### config.mk
export PLATFORM = sky130hd
export DESIGN_NAME = sgp_pad_ctrl
export DESIGN_NICKNAME = d
export VERILOG_FILES = /design/src/sgp_pad_ctrl.v /design/src/sgp_pad_slice.v /design/src/sgp_sync.v
export VERILOG_INCLUDE_DIRS = /design/src
export SDC_FILE = /design/constraint.sdc
export NUM_CORES = 1
export LEC_CHECK = 0
export BUFFER_PORTS_ARGS = -buffer_cell sky130_fd_sc_hd__buf_2
export CORE_UTILIZATION = 40
export CTS_BUF_LIST = sky130_fd_sc_hd__clkbuf_4
export DETAILED_ROUTE_END_ITERATION = 8
export HOLD_SLACK_MARGIN = 0.15
export MAX_ROUTING_LAYER = met4
export PLACE_DENSITY_LB_ADDON = 0.15
export SLEW_MARGIN = 15
export SYNTH_ARGS = -nofsm -noshare
export SYNTH_HDL_FRONTEND = slang
export SYNTH_SLANG_ARGS = --single-unit
export TNS_END_PERCENT = 1
### constraint.sdc
create_clock -name clk -period 2.9 [get_ports clk]
set_clock_uncertainty 0.2 [all_clocks]
set_input_delay 0.29 -clock clk [delete_from_list [all_inputs] [get_ports clk]]
set_output_delay 0.29 -clock clk [all_outputs]
set_load 0.03 [all_outputs]
### src/sgp_defines.vh
// Purpose: constants for the shared pad control block
// Assumes: one clock, APB register access, 32-bit data
// Notes: offsets are byte addresses; pad words are one aligned word each
//
// Function
// each pad has software owner select field
// owner is secure, fast or low-power only
// secure/fast pads work only in states four/three
// low-power pads work except in sleep states
// battery group pads work in every state
// per pad choice of plain or Schmitt input
// four drive levels, 2 mA up to 12 mA
// per pad slow or fast slew select
// open drain: data fixed, enable carries data
// input mode pull-up, pull-down, keeper or plain
// pads float while core power not valid
// pads float in reset and deep sleep
// battery pads two-way and software configured
// new owner takes pad from next cycle
// config fields hold until rewrite or reset
`ifndef SGP_DEFINES_VH
`define SGP_DEFINES_VH

// ------------------------------------------------------------
// register offsets
// ------------------------------------------------------------
`define SGP_STATUS_OFS 12'h000
`define SGP_ACTIVE_OFS 12'h004
`define SGP_SHARED_BASE 12'h100
`define SGP_BAT_BASE 12'h200

// ------------------------------------------------------------
// pad configuration word layout
// ------------------------------------------------------------
`define SGP_CFG_W 9
`define SGP_OWNER_LSB 0
`define SGP_SCHMITT_BIT 2
`define SGP_DRIVE_LSB 3
`define SGP_SLEW_BIT 5
`define SGP_OPEN_BIT 6
`define SGP_PULL_LSB 7
`define SGP_CFG_RESET 9'h000

// owner codes; 2'h3 is not a legal owner
`define SGP_OWN_SZP 2'h0
`define SGP_OWN_HP 2'h1
`define SGP_OWN_LP 2'h2
`define SGP_OWN_NONE 2'h3

// drive codes: 0=2 mA, 1=4 mA, 2=8 mA, 3=12 mA
`define SGP_DRIVE_2MA 2'h0
// pull codes: 0=plain, 1=pull-up, 2=pull-down, 3=keeper
`define SGP_PULL_PLAIN 2'h0

// ------------------------------------------------------------
// power state codes from the power manager
// ------------------------------------------------------------
`define SGP_PS_FOUR 3'h4
`define SGP_PS_THREE 3'h3
`define SGP_PS_SLEEP 3'h1
`define SGP_PS_DEEP 3'h0

// synchroniser depth
`define SGP_SYNC_STAGES 2

`endif

### src/sgp_pad_ctrl.v
// Purpose: shared pad ownership, gating and config over APB
// Assumes: power state and reset flag are on clk; pads are async
// Notes: zero-wait APB slave, one access cycle per transfer
//
// Implementation choices: the APB register port and the register addresses.
`include "sgp_defines.vh"
`timescale 1ns/1ps
module sgp_pad_ctrl #(
  parameter NPADS = 8,
  parameter NBAT = 2
) (
  input wire clk,
  input wire rst_n,
  // apb slave
  input wire psel,
  input wire penable,
  input wire pwrite,
  input wire [11:0] paddr,
  input wire [31:0] pwdata,
  output reg [31:0] prdata,
  output reg pready,
  output reg pslverr,
  // power manager
  input wire [2:0] powerState,
  input wire sysInReset,
  input wire corePowerValid,
  // secure zone processor side
  input wire [NPADS-1:0] szpOut,
  input wire [NPADS-1:0] szpOe,
  output wire [NPADS-1:0] szpIn,
  // high performance mcu side
  input wire [NPADS-1:0] hpOut,
  input wire [NPADS-1:0] hpOe,
  output wire [NPADS-1:0] hpIn,
  // low power mcu side
  input wire [NPADS-1:0] lpOut,
  input wire [NPADS-1:0] lpOe,
  output wire [NPADS-1:0] lpIn,
  // battery always-on group logic side
  input wire [NBAT-1:0] batOut,
  input wire [NBAT-1:0] batOe,
  output reg [NBAT-1:0] batIn,
  // shared pads
  input wire [NPADS-1:0] padIn,
  output wire [NPADS-1:0] padOut,
  output wire [NPADS-1:0] padOeLow,
  output reg [NPADS-1:0] padSchmitt,
  output reg [2*NPADS-1:0] padDrive,
  output reg [NPADS-1:0] padFastSlew,
  output reg [2*NPADS-1:0] padPull,
  // battery pads
  input wire [NBAT-1:0] batPadIn,
  output wire [NBAT-1:0] batPadOut,
  output wire [NBAT-1:0] batPadOeLow,
  output reg [NBAT-1:0] batSchmitt,
  output reg [2*NBAT-1:0] batDrive,
  output reg [NBAT-1:0] batFastSlew,
  output reg [2*NBAT-1:0] batPull
);

  localparam CW = `SGP_CFG_W;

  // ----------------------------------------------------------
  // address decode helper
  // ----------------------------------------------------------
  // true when the address lands on a pad word of a region
  // slots past the last pad of a region are not hits
  // and fall through to the error answer below
  function padHit;
    input [11:0] a;
    input [11:0] base;
    input integer n;
    begin
      padHit = (a[11:8] == base[11:8]) && (a[1:0] == 2'h0) &&
               ({26'h0, a[7:2]} < n);
    end
  endfunction

  // ----------------------------------------------------------
  // synchronised inputs
  // ----------------------------------------------------------
  // pins change with no relation to clk, so two flops come first
  // power state and the reset flag share clk and need no stages
  wire powerOkSync;
  wire [NPADS-1:0] padInSync;
  wire [NBAT-1:0] batInSync;

  // core power valid comes straight from a pin
  sgp_sync #(
    .WIDTH(1)
  ) uPowerSync (
    .clk(clk),
    .rst_n(rst_n),
    .asyncIn(corePowerValid),
    .syncOut(powerOkSync)
  );

  // one wide synchroniser keeps shared and battery pins in step
  // all pad input levels pass two flops
  sgp_sync #(
    .WIDTH(NPADS + NBAT)
  ) uPadSync (
    .clk(clk),
    .rst_n(rst_n),
    .asyncIn({batPadIn, padIn}),
    .syncOut({batInSync, padInSync})
  );

  // ----------------------------------------------------------
  // power gating
  // ----------------------------------------------------------
  // these gates act on shared pads only; battery pads ignore them
  // sleep removes every shared owner, deep sleep also forces off
  // codes other than four, three, sleep and deep let only the low-power owner work
  wire hiStates;
  wire lpStates;
  wire sharedOff;
  wire [2:0] ownAllowed;

  // secure and fast owners need state four or three
  assign hiStates = (powerState == `SGP_PS_FOUR) ||
                    (powerState == `SGP_PS_THREE);
  // low-power owner works unless asleep
  assign lpStates = (powerState != `SGP_PS_SLEEP) &&
                    (powerState != `SGP_PS_DEEP);
  assign ownAllowed = {lpStates, hiStates, hiStates};
  // float on bad core power, system reset or deep sleep
  assign sharedOff = ~powerOkSync | sysInReset |
                     (powerState == `SGP_PS_DEEP); // see R11 //

  // ----------------------------------------------------------
  // apb strobes
  // ----------------------------------------------------------
  // a write lands only on the edge that sees pready high
  // slot picks the pad word inside a region
  // setup is the only cycle that loads the answer registers
  wire setup;
  wire wrCommit;
  wire sharedHit;
  wire batHit;
  wire [5:0] slot;

  assign setup = psel & ~penable;
  assign wrCommit = psel & penable & pready & pwrite;
  assign slot = paddr[7:2];
  assign sharedHit = padHit(paddr, `SGP_SHARED_BASE, NPADS);
  assign batHit = padHit(paddr, `SGP_BAT_BASE, NBAT);

  // ----------------------------------------------------------
  // shared pad slices
  // ----------------------------------------------------------
  wire [CW*NPADS-1:0] sharedCfg;
  wire [NPADS-1:0] sharedActive;

  // one slice per pad; its owner field picks the source
  // pad input goes back only to the owner that holds the pad
  genvar gi;
  generate
    for (gi = 0; gi < NPADS; gi = gi + 1) begin : gShared
      wire [2:0] route;
      sgp_pad_slice uSlice (
        .clk(clk),
        .rst_n(rst_n),
        .cfgWe(wrCommit & sharedHit & (slot == gi)),
        .cfgWdata(pwdata[CW-1:0]),
        .srcOut({lpOut[gi], hpOut[gi], szpOut[gi]}),
        .srcOe({lpOe[gi], hpOe[gi], szpOe[gi]}),
        .ownAllowed(ownAllowed),
        .forceOff(sharedOff),
        .padInSync(padInSync[gi]),
        .cfgQ(sharedCfg[gi*CW +: CW]),
        .padOutQ(padOut[gi]),
        .padOeLowQ(padOeLow[gi]),
        .activeQ(sharedActive[gi]),
        .inRouteQ(route)
      );
      assign szpIn[gi] = route[0];
      assign hpIn[gi] = route[1];
      assign lpIn[gi] = route[2];
    end
  endgenerate

  // ----------------------------------------------------------
  // battery pad slices
  // ----------------------------------------------------------
  wire [CW*NBAT-1:0] batCfg;
  wire [NBAT-1:0] batActive;
  wire [3*NBAT-1:0] batRoute;

  // always powered: only the module reset floats them
  // every legal owner code maps to the same always-on source
  // so a stored owner field changes nothing on these pads
  generate
    for (gi = 0; gi < NBAT; gi = gi + 1) begin : gBat
      sgp_pad_slice uSlice (
        .clk(clk),
        .rst_n(rst_n),
        .cfgWe(wrCommit & batHit & (slot == gi)),
        .cfgWdata(pwdata[CW-1:0]),
        .srcOut({3{batOut[gi]}}),
        .srcOe({3{batOe[gi]}}),
        .ownAllowed(3'h7),
        .forceOff(1'b0),
        .padInSync(batInSync[gi]),
        .cfgQ(batCfg[gi*CW +: CW]),
        .padOutQ(batPadOut[gi]),
        .padOeLowQ(batPadOeLow[gi]),
        .activeQ(batActive[gi]),
        .inRouteQ(batRoute[gi*3 +: 3])
      );
    end
  endgenerate

  // ----------------------------------------------------------
  // pad electrical settings
  // ----------------------------------------------------------
  integer k;

  // copy config fields to the pad cells, one flop stage
  // cells see a new field one cycle after the config word
  // battery input ORs the three routes, only the owner's route carries the pin
  always @(posedge clk or negedge rst_n) begin
    if (!rst_n) begin
      padSchmitt <= {NPADS{1'b0}};
      padDrive <= {NPADS{`SGP_DRIVE_2MA}};
      padFastSlew <= {NPADS{1'b0}};
      padPull <= {NPADS{`SGP_PULL_PLAIN}};
      batSchmitt <= {NBAT{1'b0}};
      batDrive <= {NBAT{`SGP_DRIVE_2MA}};
      batFastSlew <= {NBAT{1'b0}};
      batPull <= {NBAT{`SGP_PULL_PLAIN}};
      batIn <= {NBAT{1'b0}};
    end else begin
      for (k = 0; k < NPADS; k = k + 1) begin
        padSchmitt[k] <= sharedCfg[k*CW + `SGP_SCHMITT_BIT];
        padDrive[k*2 +: 2] <= sharedCfg[k*CW + `SGP_DRIVE_LSB +: 2];
        padFastSlew[k] <= sharedCfg[k*CW + `SGP_SLEW_BIT];
        padPull[k*2 +: 2] <= sharedCfg[k*CW + `SGP_PULL_LSB +: 2];
      end
      for (k = 0; k < NBAT; k = k + 1) begin
        batSchmitt[k] <= batCfg[k*CW + `SGP_SCHMITT_BIT];
        batDrive[k*2 +: 2] <= batCfg[k*CW + `SGP_DRIVE_LSB +: 2];
        batFastSlew[k] <= batCfg[k*CW + `SGP_SLEW_BIT];
        batPull[k*2 +: 2] <= batCfg[k*CW + `SGP_PULL_LSB +: 2];
        batIn[k] <= |batRoute[k*3 +: 3];
      end
    end
  end

  // ----------------------------------------------------------
  // read data select
  // ----------------------------------------------------------
  reg [31:0] rdata_d;
  reg err_d;
  wire [31:0] statusWord;
  wire [31:0] activeWord;

  // status bits: core power, reset flag, state, gates, forced off
  assign statusWord = {24'h0, sharedOff, lpStates, hiStates,
                       powerState, sysInReset, powerOkSync};
  assign activeWord = {{(32-NPADS-NBAT){1'b0}}, batActive, sharedActive};

  // unmapped or misaligned addresses answer with an error
  // status and active words are read-only, writes are refused
  // config bits above the word width read back as zero
  always @* begin
    rdata_d = 32'h0;
    err_d = 1'b0;
    if (paddr == `SGP_STATUS_OFS) begin
      rdata_d = statusWord;
      err_d = pwrite;
    end else if (paddr == `SGP_ACTIVE_OFS) begin
      rdata_d = activeWord;
      err_d = pwrite;
    end else if (sharedHit) begin
      rdata_d = {{(32-CW){1'b0}}, sharedCfg[slot*CW +: CW]};
    end else if (batHit) begin
      rdata_d = {{(32-CW){1'b0}}, batCfg[slot*CW +: CW]};
    end else begin
      err_d = 1'b1;
    end
  end

  // ----------------------------------------------------------
  // apb answer
  // ----------------------------------------------------------
  // answer ready in the first access cycle, held for one cycle
  // read data is captured at setup and holds until the next setup
  // pslverr falls with pready so it never outlives the answer
  // back to back transfers work since a setup can follow any access
  always @(posedge clk or negedge rst_n) begin
    if (!rst_n) begin
      prdata <= 32'h0;
      pready <= 1'b0;
      pslverr <= 1'b0;
    end else begin
      pready <= setup;
      if (setup) begin
        prdata <= pwrite ? 32'h0 : rdata_d;
        pslverr <= err_d;
      end else begin
        pslverr <= 1'b0;
      end
    end
  end

endmodule // sgp_pad_ctrl

### src/sgp_pad_slice.v
// Purpose: config word, owner mux and output gating for one pad
// Assumes: source data and enables are on clk
// Notes: all outputs are registered
`include "sgp_defines.vh"
`timescale 1ns/1ps
module sgp_pad_slice (
  input wire clk,
  input wire rst_n,
  input wire cfgWe,
  input wire [`SGP_CFG_W-1:0] cfgWdata,
  input wire [2:0] srcOut,
  input wire [2:0] srcOe,
  input wire [2:0] ownAllowed,
  input wire forceOff,
  input wire padInSync,
  output reg [`SGP_CFG_W-1:0] cfgQ,
  output reg padOutQ,
  output reg padOeLowQ,
  output reg activeQ,
  output reg [2:0] inRouteQ
);

  wire [1:0] owner;
  wire openDrain;
  reg selOut;
  reg selOe;
  reg allowed;
  wire active;

  assign owner = cfgQ[`SGP_OWNER_LSB +: 2];
  assign openDrain = cfgQ[`SGP_OPEN_BIT];

  // ----------------------------------------------------------
  // configuration word
  // ----------------------------------------------------------
  // fields hold until rewritten or reset; owner 3 is refused
  always @(posedge clk or negedge rst_n) begin
    if (!rst_n) begin
      cfgQ <= `SGP_CFG_RESET;
    end else if (cfgWe) begin
      cfgQ[`SGP_CFG_W-1:2] <= cfgWdata[`SGP_CFG_W-1:2]; // see R6 //
      if (cfgWdata[1:0] != `SGP_OWN_NONE) begin
        cfgQ[1:0] <= cfgWdata[1:0]; // see R1 //
      end
    end
  end

  // ----------------------------------------------------------
  // owner mux
  // ----------------------------------------------------------
  // picks the owner's data, enable and power permission
  always @* begin
    selOut = 1'b0;
    selOe = 1'b0;
    allowed = 1'b0;
    case (owner)
      `SGP_OWN_SZP: begin
        selOut = srcOut[0];
        selOe = srcOe[0];
        allowed = ownAllowed[0];
      end
      `SGP_OWN_HP: begin
        selOut = srcOut[1];
        selOe = srcOe[1];
        allowed = ownAllowed[1];
      end
      `SGP_OWN_LP: begin
        selOut = srcOut[2];
        selOe = srcOe[2];
        allowed = ownAllowed[2];
      end
      default: begin
        selOut = 1'b0;
        selOe = 1'b0;
        allowed = 1'b0;
      end
    endcase
  end

  assign active = allowed & ~forceOff; // see R11 //

  // ----------------------------------------------------------
  // registered pad drive and input routing
  // ----------------------------------------------------------
  // open drain drives low on data 0 and floats on data 1
  always @(posedge clk or negedge rst_n) begin
    if (!rst_n) begin
      padOutQ <= 1'b0;
      padOeLowQ <= 1'b1;
      activeQ <= 1'b0;
      inRouteQ <= 3'h0;
    end else begin
      activeQ <= active;
      if (!active) begin
        padOutQ <= 1'b0;
        padOeLowQ <= 1'b1; // see R11 //
      end else if (openDrain) begin
        padOutQ <= 1'b0;
        padOeLowQ <= ~(selOe & ~selOut);
      end else begin
        padOutQ <= selOut;
        padOeLowQ <= ~selOe;
      end
      inRouteQ[0] <= active & (owner == `SGP_OWN_SZP) & padInSync;
      inRouteQ[1] <= active & (owner == `SGP_OWN_HP) & padInSync;
      inRouteQ[2] <= active & (owner == `SGP_OWN_LP) & padInSync;
    end
  end

endmodule // sgp_pad_slice

### src/sgp_sync.v
// Purpose: two-stage synchroniser for pin-level inputs
// Assumes: inputs are levels, not pulses
// Notes: the first stage feeds only the second
`timescale 1ns/1ps
module sgp_sync #(
  parameter WIDTH = 1
) (
  input wire clk,
  input wire rst_n,
  input wire [WIDTH-1:0] asyncIn,
  output reg [WIDTH-1:0] syncOut
);

  reg [WIDTH-1:0] meta_q;

  // two flops in series, cleared by reset
  always @(posedge clk or negedge rst_n) begin
    if (!rst_n) begin
      meta_q <= {WIDTH{1'b0}};
      syncOut <= {WIDTH{1'b0}};
    end else begin
      meta_q <= asyncIn;
      syncOut <= meta_q;
    end
  end

endmodule // sgp_sync

# Yosys cells after proc, flatten, opt, wreduce, memory -nomap -nowiden
# Cells that the tools add are included.
[op_classes]
multipliers = 1
order_cmp = 2
n_eq_ne = 34
n_shift = 2
muxes = 80
bitwise = 129
reduce_logical = 43
[ops]
columns = ["operator", "count"]
rows = [
  ["$and A1 B1 Y1", 94],
  ["$shiftx A72 B11 Y9", 1],
  ["$mux W1", 51],
  ["$pmux W1 S3", 16],
  ["$not A1 Y1", 33],
  ["$mux W32", 1],
  ["$eq A6 B3 Y1 const B", 4],
  ["$logic_not A2 Y1", 11],
  ["$eq A2 B1 Y1 const B", 10],
  ["$eq A2 B2 Y1 const B", 10],
  ["$mux W10", 2],
  ["$reduce_and A2 Y1", 10],
  ["$mux W9", 2],
  ["$shiftx A18 B11 Y9", 1],
  ["$pmux W1 S2", 8],
  ["$reduce_or A2 Y1", 8],
  ["$eq A12 B3 Y1 const B", 1],
  ["$eq A6 B2 Y1 const B", 2],
  ["$logic_not A12 Y1", 1],
  ["$reduce_or A3 Y1", 4],
  ["$mul A6 B4 Y10 const B", 1],
  ["$eq A6 B1 Y1 const B", 1],
  ["$logic_not A6 Y1", 1],
  ["$lt A6 B2 Y1 const B", 1],
  ["12 further kinds", 17],
]
[totals]
regBits = 268
in_bits = 116
out_inout_bits = 140
elab_cells = 367

# Longest topological paths before layout
# Gate-level depths: netlist of run 1.
[logic_depth]
ltp_word = 8
ltp_mapped = 8
depth_no_buf = 6

# Cells and area by module
# From an unflattened synthesis of run 1, not the netlist that was laid out.
[unflattened]
cells_unflattened = 781
area_unflattened_um2 = 10277.4
[modules_own_cells]
columns = ["mod", "n_inst", "cells_each", "area_each_um2", "seq_area_each_um2"]
rows = [
  ["sgp_pad_slice", 10, 50, 641.9, 376.6],
  ["sgp_pad_ctrl", 1, 259, 3308.2, 1851.8],
  ["sgp_sync at uPadSync", 1, 20, 500.5, 500.5],
  ["sgp_sync at uPowerSync", 1, 2, 50.0, 50.0],
]

# Worst setup path after synthesis of run 1
# No wires, ideal clock.
[synth_timing]
path_type = "input -> register"
start = "input paddr[1]"
end = "register gShared[4].uSlice.cfgQ[2]"
setup_ns = 0.125
arrival_time_ns = 2.049
required_ns = 2.575
setup_slack_ns = 0.526
path_stages = 5
n_path_buf = 1
cell_sequence = "or4_4 -> buf_6 -> or4_4 -> nor2_8 -> mux2_4"
[synth_between]
elab_chain_cells = 5
[synth_rtl]
columns = ["element", "line_no", "source"]
rows = [
  ["from (decl)", "sgp_pad_ctrl.v:18", "input wire [11:0] paddr,"],
  ["$logic_not A2 Y1", "sgp_pad_ctrl.v:74", "padHit = (a[11:8] == base[11:8]) && (a[1:0] == 2'h0) &&"],
  ["$logic_and A1 B1 Y1 (2 in series)", "sgp_pad_ctrl.v:74", ""],
  ["$and A1 B1 Y1 (2 in series)", "sgp_pad_ctrl.v:164", ".cfgWe(wrCommit & sharedHit & (slot == gi)),"],
  ["to (signal assigned)", "sgp_pad_slice.v:39", "cfgQ <= `SGP_CFG_RESET;"],
  ["to (signal, indexed assignment)", "sgp_pad_slice.v:41", "cfgQ[`SGP_CFG_W-1:2] <= cfgWdata[`SGP_CFG_W-1:2];"],
  ["to (decl)", "sgp_pad_slice.v:16", "output reg [`SGP_CFG_W-1:0] cfgQ,"],
]
# No other way between the ends.
# A chain may end at the register's enable or synchronous reset.

# Final worst setup path of run 1
[layout_timing]
start = "input paddr[1]"
end = "register gShared[3].uSlice.cfgQ[7]"
[layout_between]
elab_chain_cells = 5
[layout_rtl]
columns = ["element", "line_no"]
rows = [
  ["$logic_not A2 Y1", "sgp_pad_ctrl.v:74"],
  ["$logic_and A1 B1 Y1 (2 in series)", "sgp_pad_ctrl.v:74"],
  ["$and A1 B1 Y1 (2 in series)", "sgp_pad_ctrl.v:164"],
  ["to (signal assigned)", "sgp_pad_slice.v:39"],
  ["to (signal, indexed assignment)", "sgp_pad_slice.v:41"],
  ["to (decl)", "sgp_pad_slice.v:16"],
]
# No other way between the ends.

==> out/summary.txt, run 1 <==
OUTCOME
----------------------------------------------------------------------------------
Outcome                                                               complete, no violations

FLOORPLAN
----------------------------------------------------------------------------------
Die outline width                                                           160 um
Total number of placement rows                                                  57
Die Y-Extent                                                                160 um
Effective utilization at floorplan                                           40.9%
Std-Cell Core Area                                                     24500 sq um
Total die area                                                         25700 sq um
Number of top-level pins                                                       256

CRITICAL PATH
----------------------------------------------------------------------------------
Worst Setup EP                                                        gShared[3].uSlice.cfgQ[7]
Critical R2R Launch                                                         pready
Max FO, Critical Path                                                            7
Critical Path Start                                                       paddr[1]
Required time of the critical path                                         3.27 ns
Worst reg-to-reg path cell count                                                 6
Startpoint Class                                                      primary input
Slack of the worst reg-to-reg path                                         0.24 ns
Crit path DAT                                                              3.19 ns
Sort of element at the end of the critical path                          flip-flop
Critical path type                                                    primary input to flip-flop
Crit Reg-Reg Endpoint                                                 gShared[4].uSlice.cfgQ[5]

TIMING
----------------------------------------------------------------------------------
Endpoints failing hold                                                           0
Worst-Margin Slew                                                         0.735 ns
Post-route minimum period                                                  2.83 ns
Worst rel slew slack                                                         50.8%
Final number of setup-violating endpoints                                        0
Ratio of final minimum period to clock period                                97.4%
Achievable frequency                                                     0.354 GHz
RSZ-0062 raised after global routing                                         false
Total count of max-transition violations in the final report                     0
Sum Neg Setup Slack                                                           0 ns

POWER
----------------------------------------------------------------------------------
Power Density                                                          522 nW/um^2
Static power due to leakage                                                6.79 nW
Worst vdd ir                                                              0.254 mV

CLOCK TREE
----------------------------------------------------------------------------------
Clock tree from TritonCTS                                                      yes
Clock sink count                                                               246
Clk_lat worst skew                                                         0.68 ns
Number of clock buffers inserted by TritonCTS                                   61
Clock slew at reported path FFs                                            0.06 ns
Number of levels the H-tree was split into                                       2
Clock root cell                                                       sky130_fd_sc_hd__clkbuf_4
Longest Clk Path Bufs                                                            3
Number of buffers inserted to repair setup after CTS                             0

SYNTHESIS
----------------------------------------------------------------------------------
Primary FF master, synth                                              sky130_fd_sc_hd__dfrtp_1
Asr flop ratio synth                                                          100%
Area share of the leading cell type in the synthesized netlist               59.0%
Post-synthesis sequential area ratio                                         61.6%
Post-synthesis cell type with the largest combined area               sky130_fd_sc_hd__dfrtp_1
Count of cell types in the netlist                                              56
Ranking of synthesized cells by instance count                        sky130_fd_sc_hd__dfrtp_1 (236), sky130_fd_sc_hd__nand2_1 (96), sky130_fd_sc_hd__mux2_2 (50)
Post-synthesis average cell area                                        12.7 sq um
Synthesized netlist cell count                                                 790
Number of flops mapped to enable cells by yosys                                  0
Cell with the most instances after synthesis                          sky130_fd_sc_hd__dfrtp_1
Synth Warn #                                                                     0
Leading cell types by total area after synthesis                      sky130_fd_sc_hd__dfrtp_1 (59%), sky130_fd_sc_hd__mux2_2 (5.6%), sky130_fd_sc_hd__mux4_2 (4.1%), sky130_fd_sc_hd__nand2_1 (3.6%), sky130_fd_sc_hd__buf_4 (3.2%)
Post-synthesis sequential element count                                        246
Total standard cell area after synthesis                               10000 sq um

FINAL LAYOUT
----------------------------------------------------------------------------------
Synth-to-layout area growth                                                  32.5%
Post-layout net count                                                         1254
Share of final-layout standard cells stronger than drive strength 1          37.9%
Final core utilization                                                       54.2%

DRT
----------------------------------------------------------------------------------
Avg Vias per Cell                                                             4.83
Detailed-router iteration count before antenna repair                            4
Routed met3 length                                                         1380 um
Post-route met1 wirelength                                                12000 um
Highest routed layer                                                          met4
Via count                                                                     7274
Met2 wire len                                                             12300 um
Routed WL                                                                 26100 um
Number of nets with antenna violations after routing                             0
Post-route DRC violation count                                                   0
Violation count after the first detailed-routing iteration                     374
Post-detailed-route wirelength per cell                                    17.3 um

GLOBAL ROUTE
----------------------------------------------------------------------------------
Number of antenna violations at the first check in global routing                1
Global-route wire length before repair                                    41400 um
Pin count of the biggest net entering global routing                            65
Vias in the first global route                                                7382
GRT Resource Usage Total                                                     21.7%
Congestion Overflow GR                                                           0

HOLD PATH
----------------------------------------------------------------------------------
Cell depth of the worst min-delay path                                           0
Path category of the worst min-delay check                            flip-flop to flip-flop

PLACEMENT
----------------------------------------------------------------------------------
Routability congestion estimate                                              0.820
Input/output buffers                                                           210
Post-DP HPWL                                                              17700 um

FLOW RUN
----------------------------------------------------------------------------------
Max Cap Violations                                                               0

[routing by layer]
| layer | up-vias | track usage, % |
|---|---|---|
| li1 | 3411 | - |
| met1 | 3574 | 29.6 |
| met2 | 238 | 32.9 |
| met3 | 51 | 4.39 |
| met4 | 0 | 5.80 |
| met5 | - | - |
[report_power, final]
| group | switching [mW] | internal (mW) |
|---|---|---|
| Combinational | 0.288 | 0.211 |
| Clock | 1.33 | 1.62 |
| Sequential | 0.0102 | 3.47 |
[worst min path at each step]
stage,start,end,slack (ns)
final,uPadSync.meta_q[4],uPadSync.syncOut[4],0.15
after global routing,uPadSync.meta_q[8],uPadSync.syncOut[8],0.16
after CTS,uPadSync.meta_q[2],uPadSync.syncOut[2],0.15
after detailed placement,rst_n,padDrive[1],0.09
after global placement,rst_n,padDrive[1],0.09
after floorplan,rst_n,batDrive[0],-0.21
[area by class of cell]
type | count | area (sq um)
sequential | 246 | 6170
fill | 2157 | 11200
tap | 324 | 405
inverter | 9 | 33.8
clock inverter | 6 | 53.8
multi-input combinational | 470 | 3380
timing repair buffer | 350 | 2460
clock buffer | 100 | 751
antenna | 2 | 5.00
[registers in the layout, indices dropped and copies added, names as in the netlist, 10 cells and up]
signal,count
padPull,16
padDrive,16
gShared.uSlice.inRouteQ,24
uPadSync.meta_q,10
uPadSync.syncOut,10
gBat.uSlice.cfgQ,18
prdata,10
gShared.uSlice.cfgQ,72
[layout by cell type, fill, tap and decap left out, drive strengths merged, types with 22 or more instances in the layout]
master       instances
mux2i               26
nand2               96
dfrtp              236
dlygate4sd3        112
mux2                57
buf                238
o21ai               34
clkbuf             100
nor2                38
conb                22
[what timing repair did]
item                                   CTS  global route
gates resized for setup                  0             1
endpoints found under the hold margin  399             0
hold buffers                           113             0
setup endpoints to repair                0             6
[critical path, cell delays in order]
cell and delay, ns:
sky130_fd_sc_hd__dlygate4sd3_1 0.53, sky130_fd_sc_hd__buf_2 0.13, sky130_fd_sc_hd__or4_4 0.63, sky130_fd_sc_hd__nor3_4 0.18, sky130_fd_sc_hd__dlygate4sd3_1 0.69, sky130_fd_sc_hd__nand4_2 0.21
sky130_fd_sc_hd__buf_4 0.25, sky130_fd_sc_hd__mux2_2 0.28
[per-stage QoR]
step / hold slack (ns) / std cells / area [sq um] / power, mW / worst slack (ns)
2_1_floorplan: -0.206 / 811 / 10100 / 3.75 / 0.526
3_3_place_gp: 0.0907 / 1286 / 11300 / 3.93 / 0.350
3_5_place_dp: 0.0875 / 1286 / 11300 / 3.93 / 0.336
4_1_cts: 0.151 / 1505 / 13200 / 7.03 / 0.0724
5_1_grt: 0.160 / 1507 / 13300 / 7.24 / 0.0386
6_report: 0.147 / 1507 / 13300 / 6.93 / 0.0744
[kinds of logic after synthesis]
kind of cell           count (synthesis)  share of synthesized area [%]
multiplexers                         101                           13.3
other                                  1                         0.0375
buffers and inverters                 95                           5.45
AND/OR/NAND/NOR                      249                           13.3
flip-flops                           246                           61.6
AO/OA/AOI/OAI                         98                           6.30
Power figures use the tool's default switching activity.
==> run 2: changes to the inputs <==
--- a/config.mk
+++ b/config.mk
@@ -6,7 +6,8 @@
 export SDC_FILE = /design/constraint.sdc
 export NUM_CORES = 1
 export LEC_CHECK = 0
-export BUFFER_PORTS_ARGS = -buffer_cell sky130_fd_sc_hd__buf_2
+export ABC_AREA = 1
+export BUFFER_PORTS_ARGS = -buffer_cell sky130_fd_sc_hd__buf_4
 export CORE_UTILIZATION = 40
 export CTS_BUF_LIST = sky130_fd_sc_hd__clkbuf_4
 export DETAILED_ROUTE_END_ITERATION = 8
==> run 2 against run 1 <==
  * Flip-flop and latch count unchanged
  * First-iteration DRC count increased by 69%
  * Cell area increased by 3.8%
  * Die area decreased by 0.83%
  * Sequential share of layout area decreased by 1.7 points
  * Non-clock buffer count decreased by 1
  * Routed wire length increased by 7.9%
  * Area after synthesis decreased by 0.84%
  * Count of clock-buffer cells in the layout increased by 1
  * Global-route usage increased by 2.3 points
  * Synthesized cell count increased by 32%
==> out/summary.txt, run 2 <==
PLACEMENT
----------------------------------------------------------------------------------
Post-Place Worst Slack                                                    0.596 ns   +0.261 ns
Input/output buffers                                                           210   unchanged
Cells after DPL                                                               1540   +20%
Routability congestion estimate                                              0.850   +3.7%
Post-DP HPWL                                                              19200 um   +8.5%

SYNTHESIS
----------------------------------------------------------------------------------
Number of flops mapped to enable cells by yosys                                  0   unchanged
Total standard cell area after synthesis                                9930 sq um   -0.84%
Area share of the leading cell type in the synthesized netlist               59.5%   +0.50 points
Ranking of synthesized cells by instance count                        sky130_fd_sc_hd__nand2_1 (293), sky130_fd_sc_hd__dfrtp_1 (236), sky130_fd_sc_hd__inv_1 (87)
Synth Warn #                                                                     0   unchanged
Asr flop ratio synth                                                          100%   unchanged
Cell with the most instances after synthesis                          sky130_fd_sc_hd__nand2_1
Primary FF master, synth                                              sky130_fd_sc_hd__dfrtp_1
Count of cell types in the netlist                                              38   -32%
Leading cell types by total area after synthesis                      sky130_fd_sc_hd__dfrtp_1 (59%), sky130_fd_sc_hd__nand2_1 (11%), sky130_fd_sc_hd__buf_4 (3.3%), sky130_fd_sc_hd__o21ai_1 (3.3%), sky130_fd_sc_hd__inv_1 (3.3%)
Post-synthesis sequential area ratio                                         62.1%   +0.52 points
Post-synthesis cell type with the largest combined area               sky130_fd_sc_hd__dfrtp_1
Post-synthesis sequential element count                                        246   unchanged
Post-synthesis average cell area                                        9.52 sq um   -25%
Synthesized netlist cell count                                                1043   +32%

CLOCK TREE
----------------------------------------------------------------------------------
Longest Clk Path Bufs                                                            3   unchanged
Clock sink count                                                               246   unchanged
Clock slew at reported path FFs                                            0.06 ns   about the same
Clock root cell                                                       sky130_fd_sc_hd__clkbuf_4
Hold-fix buffers, CTS                                                          131   +16%
Number of levels the H-tree was split into                                       3   +1
Clock tree from TritonCTS                                                      yes
Clk_lat worst skew                                                         0.64 ns   -0.04 ns
Number of clock buffers inserted by TritonCTS                                   67   +9.8%
# resized after CTS                                                              0   unchanged
Number of buffers inserted to repair setup after CTS                             0   unchanged

CRITICAL PATH
----------------------------------------------------------------------------------
Max FO, Critical Path                                                           17   +10
Worst reg-to-reg path cell count                                                 8   +2
Critical path type                                                    primary input to flip-flop
Crit Reg-Reg Endpoint                                                 gShared[6].uSlice.padOeLowQ
Sort of element at the end of the critical path                          flip-flop
Startpoint Class                                                      primary input
Crit path DAT                                                              3.04 ns   -0.15 ns
Slack of the worst reg-to-reg path                                         0.27 ns   +0.03 ns
Critical R2R Launch                                                   uPowerSync.syncOut
Required time of the critical path                                         3.22 ns   -0.05 ns

GLOBAL ROUTE
----------------------------------------------------------------------------------
Global-route wire length before repair                                    45700 um   +10%
Met1 layer usage reported by global route                                    30.3%   +0.73 points
GRT Resource Usage Total                                                     23.9%   +2.3 points
Vias in the first global route                                                8659   +17%
Most Used Layer, Global Route                                                 met2
Number of antenna violations at the first check in global routing                1   unchanged
Pin count of the biggest net entering global routing                            64   -1.5%
Congestion Overflow GR                                                           0   unchanged
Met2 Track Usage GR                                                          37.2%   +4.3 points
Global Route met3 Usage                                                      4.77%   +0.38 points

FINAL LAYOUT
----------------------------------------------------------------------------------
Registers with the highest flip-flop counts                           gShared.uSlice.cfgQ (72), gShared.uSlice.inRouteQ (24), gBat.uSlice.cfgQ (18)
Commonest cells after routing, fill and taps aside                    sky130_fd_sc_hd__nand2_1 (293), sky130_fd_sc_hd__dfrtp_1 (236), sky130_fd_sc_hd__buf_4 (214)
Fillers                                                                       2198   +1.9%
Largest register by flop count                                        gShared.uSlice.cfgQ
Filler-free cell count of the finished design                                 1782   +18%
Synth-to-layout area growth                                                  38.7%
Flip-flop count of the largest register after layout                            72   unchanged
Commonest non-fill, non-tap cell in the layout                        sky130_fd_sc_hd__nand2_1
Share of final-layout standard cells stronger than drive strength 1          25.3%   -13 points
Post-layout net count                                                         1532   +22%

DRT
----------------------------------------------------------------------------------
Post-detailed-route wirelength per cell                                    15.8 um   -8.8%
Via count                                                                     8414   +16%
Post-route DRC violation count                                                   0   unchanged
Detailed-router iteration count before antenna repair                            6   +2
Avg Vias per Cell                                                             4.72   -2.2%
Number of nets with antenna violations after routing                             0   unchanged
Routed WL                                                                 28200 um   +7.9%
Violation count after the first detailed-routing iteration                     633   +69%

FLOORPLAN
----------------------------------------------------------------------------------
Total die area                                                         25400 sq um   -0.83%
Die Y-Extent                                                                160 um   -0.42%
Number of top-level pins                                                       256   unchanged
Die outline width                                                           160 um   -0.42%
Std-Cell Core Area                                                     24300 sq um   -0.58%
Effective utilization at floorplan                                           40.8%   -0.10 points
Total number of placement rows                                                  57   unchanged

TIMING
----------------------------------------------------------------------------------
Worst rel slew slack                                                         64.0%   +13 points
Post-route minimum period                                                  2.72 ns   -0.110 ns
Final number of setup-violating endpoints                                        0   unchanged
RSZ-0062 raised after global routing                                         false
Endpoints failing hold                                                           0   unchanged
Ratio of final minimum period to clock period                                93.6%   -3.8 points
Total count of max-transition violations in the final report                     0   unchanged
Worst-Margin Slew                                                         0.539 ns   -0.195 ns
Sum Neg Setup Slack                                                           0 ns   unchanged
Final setup margin                                                        0.184 ns   +0.110 ns
Achievable frequency                                                     0.368 GHz   +4.1%

HOLD PATH
----------------------------------------------------------------------------------
Path category of the worst min-delay check                            flip-flop to flip-flop
Hold_sp                                                               uPadSync.meta_q[9]
Hold Path Sink                                                        uPadSync.syncOut[9]
Cell depth of the worst min-delay path                                           0   unchanged

POWER
----------------------------------------------------------------------------------
Static power due to leakage                                                7.03 nW   +3.6%
Fraction of power consumed by sequential logic                               50.1%   about the same
Power Density                                                          504 nW/um^2   -3.5%
Logic gate share of total power                                               7.9%   +0.7 points
Switch Pwr                                                                 1.67 mW   +2.4%
Worst vdd ir                                                              0.291 mV   +15%
Switching part of the total power                                            24.0%   +0.53 points
Internal power component                                                   5.27 mW   -0.50%
Clk pwr share                                                                41.9%   -0.7 points

OUTCOME
----------------------------------------------------------------------------------
Outcome                                                               complete, no violations

FLOW RUN
----------------------------------------------------------------------------------
Max Cap Violations                                                               0   unchanged

run 2: area by class of cell:
cell class                 count  area, sq um  area share [%]
inverter                      95          363            2.64
tap                          324          405            2.95
timing repair buffer         349         3010            21.9
clock inverter                 9         33.8           0.245
antenna                        1         2.50          0.0182
clock buffer                 101          758            5.51
sequential                   246         6170            44.8
multi-input combinational    657         3020            22.0
run 2: critical path, stage by stage:
cell and delay (ns):
sky130_fd_sc_hd__dlygate4sd3_1 0.54, sky130_fd_sc_hd__buf_4 0.23, sky130_fd_sc_hd__nor2_4 0.13, sky130_fd_sc_hd__nand2_4 0.09, sky130_fd_sc_hd__nor2_4 0.17, sky130_fd_sc_hd__nand2_2 0.16
sky130_fd_sc_hd__o21ai_0 0.17, sky130_fd_sc_hd__dlygate4sd3_1 0.56, sky130_fd_sc_hd__inv_1 0.04, sky130_fd_sc_hd__nand2_1 0.06, sky130_fd_sc_hd__nand2_1 0.04, sky130_fd_sc_hd__dlygate4sd3_1 0.54
run 2: power groups by stage:
| stage | Combinational (mW) | Sequential (mW) | Clock (mW) |
|---|---|---|---|
| after floorplan | 0.205 | 3.55 | 0 |
| after global placement | 0.434 | 3.54 | 0 |
| after detailed placement | 0.435 | 3.54 | 0 |
| after CTS | 0.552 | 3.48 | 2.99 |
| after global routing | 0.601 | 3.48 | 3.21 |
| final | 0.551 | 3.48 | 2.91 |
run 2: layer usage:
metal | up-vias | wire length (um)
met5 | - | 0
met4 | 0 | 912
met3 | 58 | 1530
met2 | 277 | 13400
met1 | 3995 | 12300
li1 | 4084 | -
run 2: cells by family (layout without fill, tap and decap cells):
family	Yosys count	in the layout	share of synthesized area, %
and+or+nand+nor	468	468	20.5
DFF	246	246	62.1
AOI/OAI and AO/OA	167	167	9.09
buffers and inverters	161	554	8.21
other	1	23	0.0378
run 2: worst max-delay path by stage:
stage / endpoint / slack (ns) / startpoint / depth (start not counted)
2_1_floorplan: gShared[7].uSlice.cfgQ[5] / 1.19 / pready / 8
3_5_place_dp: prdata[3] / 0.60 / paddr[2] / 11
5_1_grt: prdata[2] / 0.04 / paddr[4] / 12
6_report: prdata[4] / 0.18 / paddr[4] / 12
3_3_place_gp: prdata[4] / 0.63 / paddr[2] / 11
4_1_cts: prdata[4] / 0.24 / paddr[4] / 12
run 2: metrics by stage:
step	hold WS (ns)	area [sq um]	utilization (%)	power, mW
after floorplan	-0.206	10000	-	3.75
after global placement	0.0865	11600	47.9	3.97
after detailed placement	0.0882	11600	47.9	3.98
after CTS	0.152	13800	56.6	7.02
after global routing	0.158	13800	56.6	7.29
final	0.148	13800	56.6	6.94
==> run 3: changes to the inputs <==
--- a/config.mk
+++ b/config.mk
@@ -9,11 +9,11 @@
 export ABC_AREA = 1
 export BUFFER_PORTS_ARGS = -buffer_cell sky130_fd_sc_hd__buf_4
 export CORE_UTILIZATION = 40
-export CTS_BUF_LIST = sky130_fd_sc_hd__clkbuf_4
 export DETAILED_ROUTE_END_ITERATION = 8
 export HOLD_SLACK_MARGIN = 0.15
 export MAX_ROUTING_LAYER = met4
 export PLACE_DENSITY_LB_ADDON = 0.15
+export SKIP_CTS_REPAIR_TIMING = 1
 export SLEW_MARGIN = 15
 export SYNTH_ARGS = -nofsm -noshare
 export SYNTH_HDL_FRONTEND = slang
==> run 3 against run 2 <==
  * Register-to-register slack better by 0.17 ns
  * Count of clock-buffer cells in the layout down 62
  * Die area unchanged
  * Power up 3.0%
  * Maximum frequency down 3.3%
  * Combinational power down 7.8%
  * Via count down 5.5%
  * First-iteration DRC count down 17%
  * Worst setup slack worse by 0.094 ns
  * Largest cell class unchanged
  * Largest power group unchanged
==> out/summary.txt, run 3 (synthesis gave the netlist of run 2 again) <==
FINAL LAYOUT
----------------------------------------------------------------------------------
Share of final-layout standard cells stronger than drive strength 1          22.6%   -2.7 points
Post-layout net count                                                         1439   -6.1%
Largest register by flop count                                        gShared.uSlice.cfgQ
Commonest non-fill, non-tap cell in the layout                        sky130_fd_sc_hd__nand2_1
Filler-free cell count of the finished design                                 1665   -6.6%
Synth-to-layout area growth                                                  33.4%
Registers with the highest flip-flop counts                           gShared.uSlice.cfgQ (72), gShared.uSlice.inRouteQ (24), gBat.uSlice.cfgQ (18)
Flip-flop count of the largest register after layout                            72   unchanged
Final core utilization                                                       54.5%   -2.1 points
Antenna fix cells                                                                0   -1
Fillers                                                                       2185   -0.59%
Commonest cells after routing, fill and taps aside                    sky130_fd_sc_hd__nand2_1 (293), sky130_fd_sc_hd__dfrtp_1 (236), sky130_fd_sc_hd__buf_4 (214)

DRT
----------------------------------------------------------------------------------
Routed WL                                                                 27400 um   -2.8%
Via count                                                                     7948   -5.5%
Post-route DRC violation count                                                   0   unchanged
Post-detailed-route wirelength per cell                                    16.5 um   +4.1%
Detailed-router iteration count before antenna repair                            4   -2
Avg Vias per Cell                                                             4.77   +1.1%
Number of nets with antenna violations after routing                             0   unchanged
Violation count after the first detailed-routing iteration                     524   -17%

CRITICAL PATH
----------------------------------------------------------------------------------
Sort of element at the end of the critical path                          flip-flop
Crit path DAT                                                              3.02 ns   -0.02 ns
Max FO, Critical Path                                                            8   -9
Startpoint Class                                                      primary input
Critical path type                                                    primary input to flip-flop
Required time of the critical path                                         3.11 ns   -0.11 ns

POWER
----------------------------------------------------------------------------------
Power Density                                                          540 nW/um^2   +7.0%
Worst vdd ir                                                              0.302 mV   +3.5%
Static power due to leakage                                                6.71 nW   -4.5%
Design Power                                                               7.15 mW   +3.0%

CLOCK TREE
----------------------------------------------------------------------------------
Clock tree from TritonCTS                                                      yes
Clock sink count                                                               246   unchanged
Clk_lat worst skew                                                         0.53 ns   -0.11 ns
Clock root cell                                                       sky130_fd_sc_hd__clkbuf_16
Number of levels the H-tree was split into                                       1   -2
Longest Clk Path Bufs                                                            3   unchanged
Number of clock buffers inserted by TritonCTS                                   26   -61%
Clock slew at reported path FFs                                            0.06 ns   about the same

FLOORPLAN
----------------------------------------------------------------------------------
Effective utilization at floorplan                                           40.8%   unchanged
Die outline width                                                           160 um   unchanged
Number of top-level pins                                                       256   unchanged
Total number of placement rows                                                  57   unchanged
Die Y-Extent                                                                160 um   unchanged
Std-Cell Core Area                                                     24300 sq um   unchanged
Total die area                                                         25400 sq um   unchanged

GLOBAL ROUTE
----------------------------------------------------------------------------------
Pin count of the biggest net entering global routing                            68   +6.3%
GRT Resource Usage Total                                                     21.9%   -2.0 points
Global-route wire length before repair                                    42200 um   -7.6%
Number of antenna violations at the first check in global routing                0   -1
Vias in the first global route                                                7649   -12%
Congestion Overflow GR                                                           0   unchanged

TIMING
----------------------------------------------------------------------------------
Post-route minimum period                                                  2.81 ns   +0.0940 ns
Endpoints failing hold                                                           0   unchanged
Worst-Margin Slew                                                         0.528 ns   -0.0111 ns
Final number of setup-violating endpoints                                        0   unchanged
Achievable frequency                                                     0.356 GHz   -3.3%
Total count of max-transition violations in the final report                     0   unchanged
Worst rel slew slack                                                         64.7%   +0.74 points
Ratio of final minimum period to clock period                                96.9%   +3.2 points
Final setup margin                                                       0.0904 ns   -0.0940 ns

FLOW RUN
----------------------------------------------------------------------------------
Max Cap Violations                                                               0   unchanged

PLACEMENT
----------------------------------------------------------------------------------
Post-DP HPWL                                                              19200 um   unchanged
Post-Place Worst Slack                                                    0.596 ns   unchanged
Cells after DPL                                                               1540   unchanged
Input/output buffers                                                           210   unchanged
Routability congestion estimate                                              0.850   unchanged

HOLD PATH
----------------------------------------------------------------------------------
Path category of the worst min-delay check                            primary input to asynchronous set/reset pin

OUTCOME
----------------------------------------------------------------------------------
Outcome                                                               complete, no violations

[run 3: worst paths after layout]
kind	start	slack [ns]	end	cells after the start
worst max register to register	uPowerSync.syncOut	0.44	gShared[1].uSlice.padOeLowQ	7
max in group asynchronous	rst_n	1.65	gShared[0].uSlice.padOeLowQ	3
min in group clk	psel	0.11	pready	3
worst min register to register	uPadSync.meta_q[7]	0.15	uPadSync.syncOut[7]	0
worst min-delay path	rst_n	0.11	gBat[0].uSlice.cfgQ[7]	2
worst max-delay path	paddr[7]	0.09	pslverr	10
[run 3: per-stage QoR]
stage               hold WS [ns]  TNS (ns)  instance area, sq um
floorplan                 -0.206         0                 10000
global placement          0.0865         0                 11600
detailed placement        0.0882         0                 11600
CTS                       -0.471         0                 12500
global route               0.151   -0.0166                 13200
finish                     0.109         0                 13200
[run 3: worst max-delay path: stages]
cell and delay (ns):
sky130_fd_sc_hd__dlygate4sd3_1 0.55, sky130_fd_sc_hd__buf_4 0.15, sky130_fd_sc_hd__nor2_4 0.10, sky130_fd_sc_hd__dlygate4sd3_1 0.62
sky130_fd_sc_hd__nand2_4 0.10, sky130_fd_sc_hd__nor2_4 0.13, sky130_fd_sc_hd__nand2_1 0.22, sky130_fd_sc_hd__a21oi_1 0.21
sky130_fd_sc_hd__nor4_1 0.06, sky130_fd_sc_hd__dlygate4sd3_1 0.57
[run 3: routing by layer]
metal  routed length (um)  GRT usage (%)  vias up
met5                    0              -        -
met4                  791           6.82        0
met3                 1420           3.36       56
met2                13000           34.0      241
met1                12200           29.7     3790
li1                     -              -     3861
[run 3: where the power goes]
group	internal, mW	switching [mW]
combinational	0.202	0.307
clock	1.81	1.35
sequential	3.47	0.0118
total	5.48	1.67
[run 3: area by class of cell]
class / instances / area [sq um] / area share [%]
clock inverter: 7 / 53.8 / 0.406
timing repair buffer: 297 / 2470 / 18.7
multi-input combinational: 657 / 3020 / 22.8
clock buffer: 39 / 759 / 5.73
sequential: 246 / 6170 / 46.6
tap: 324 / 405 / 3.06
inverter: 95 / 363 / 2.74
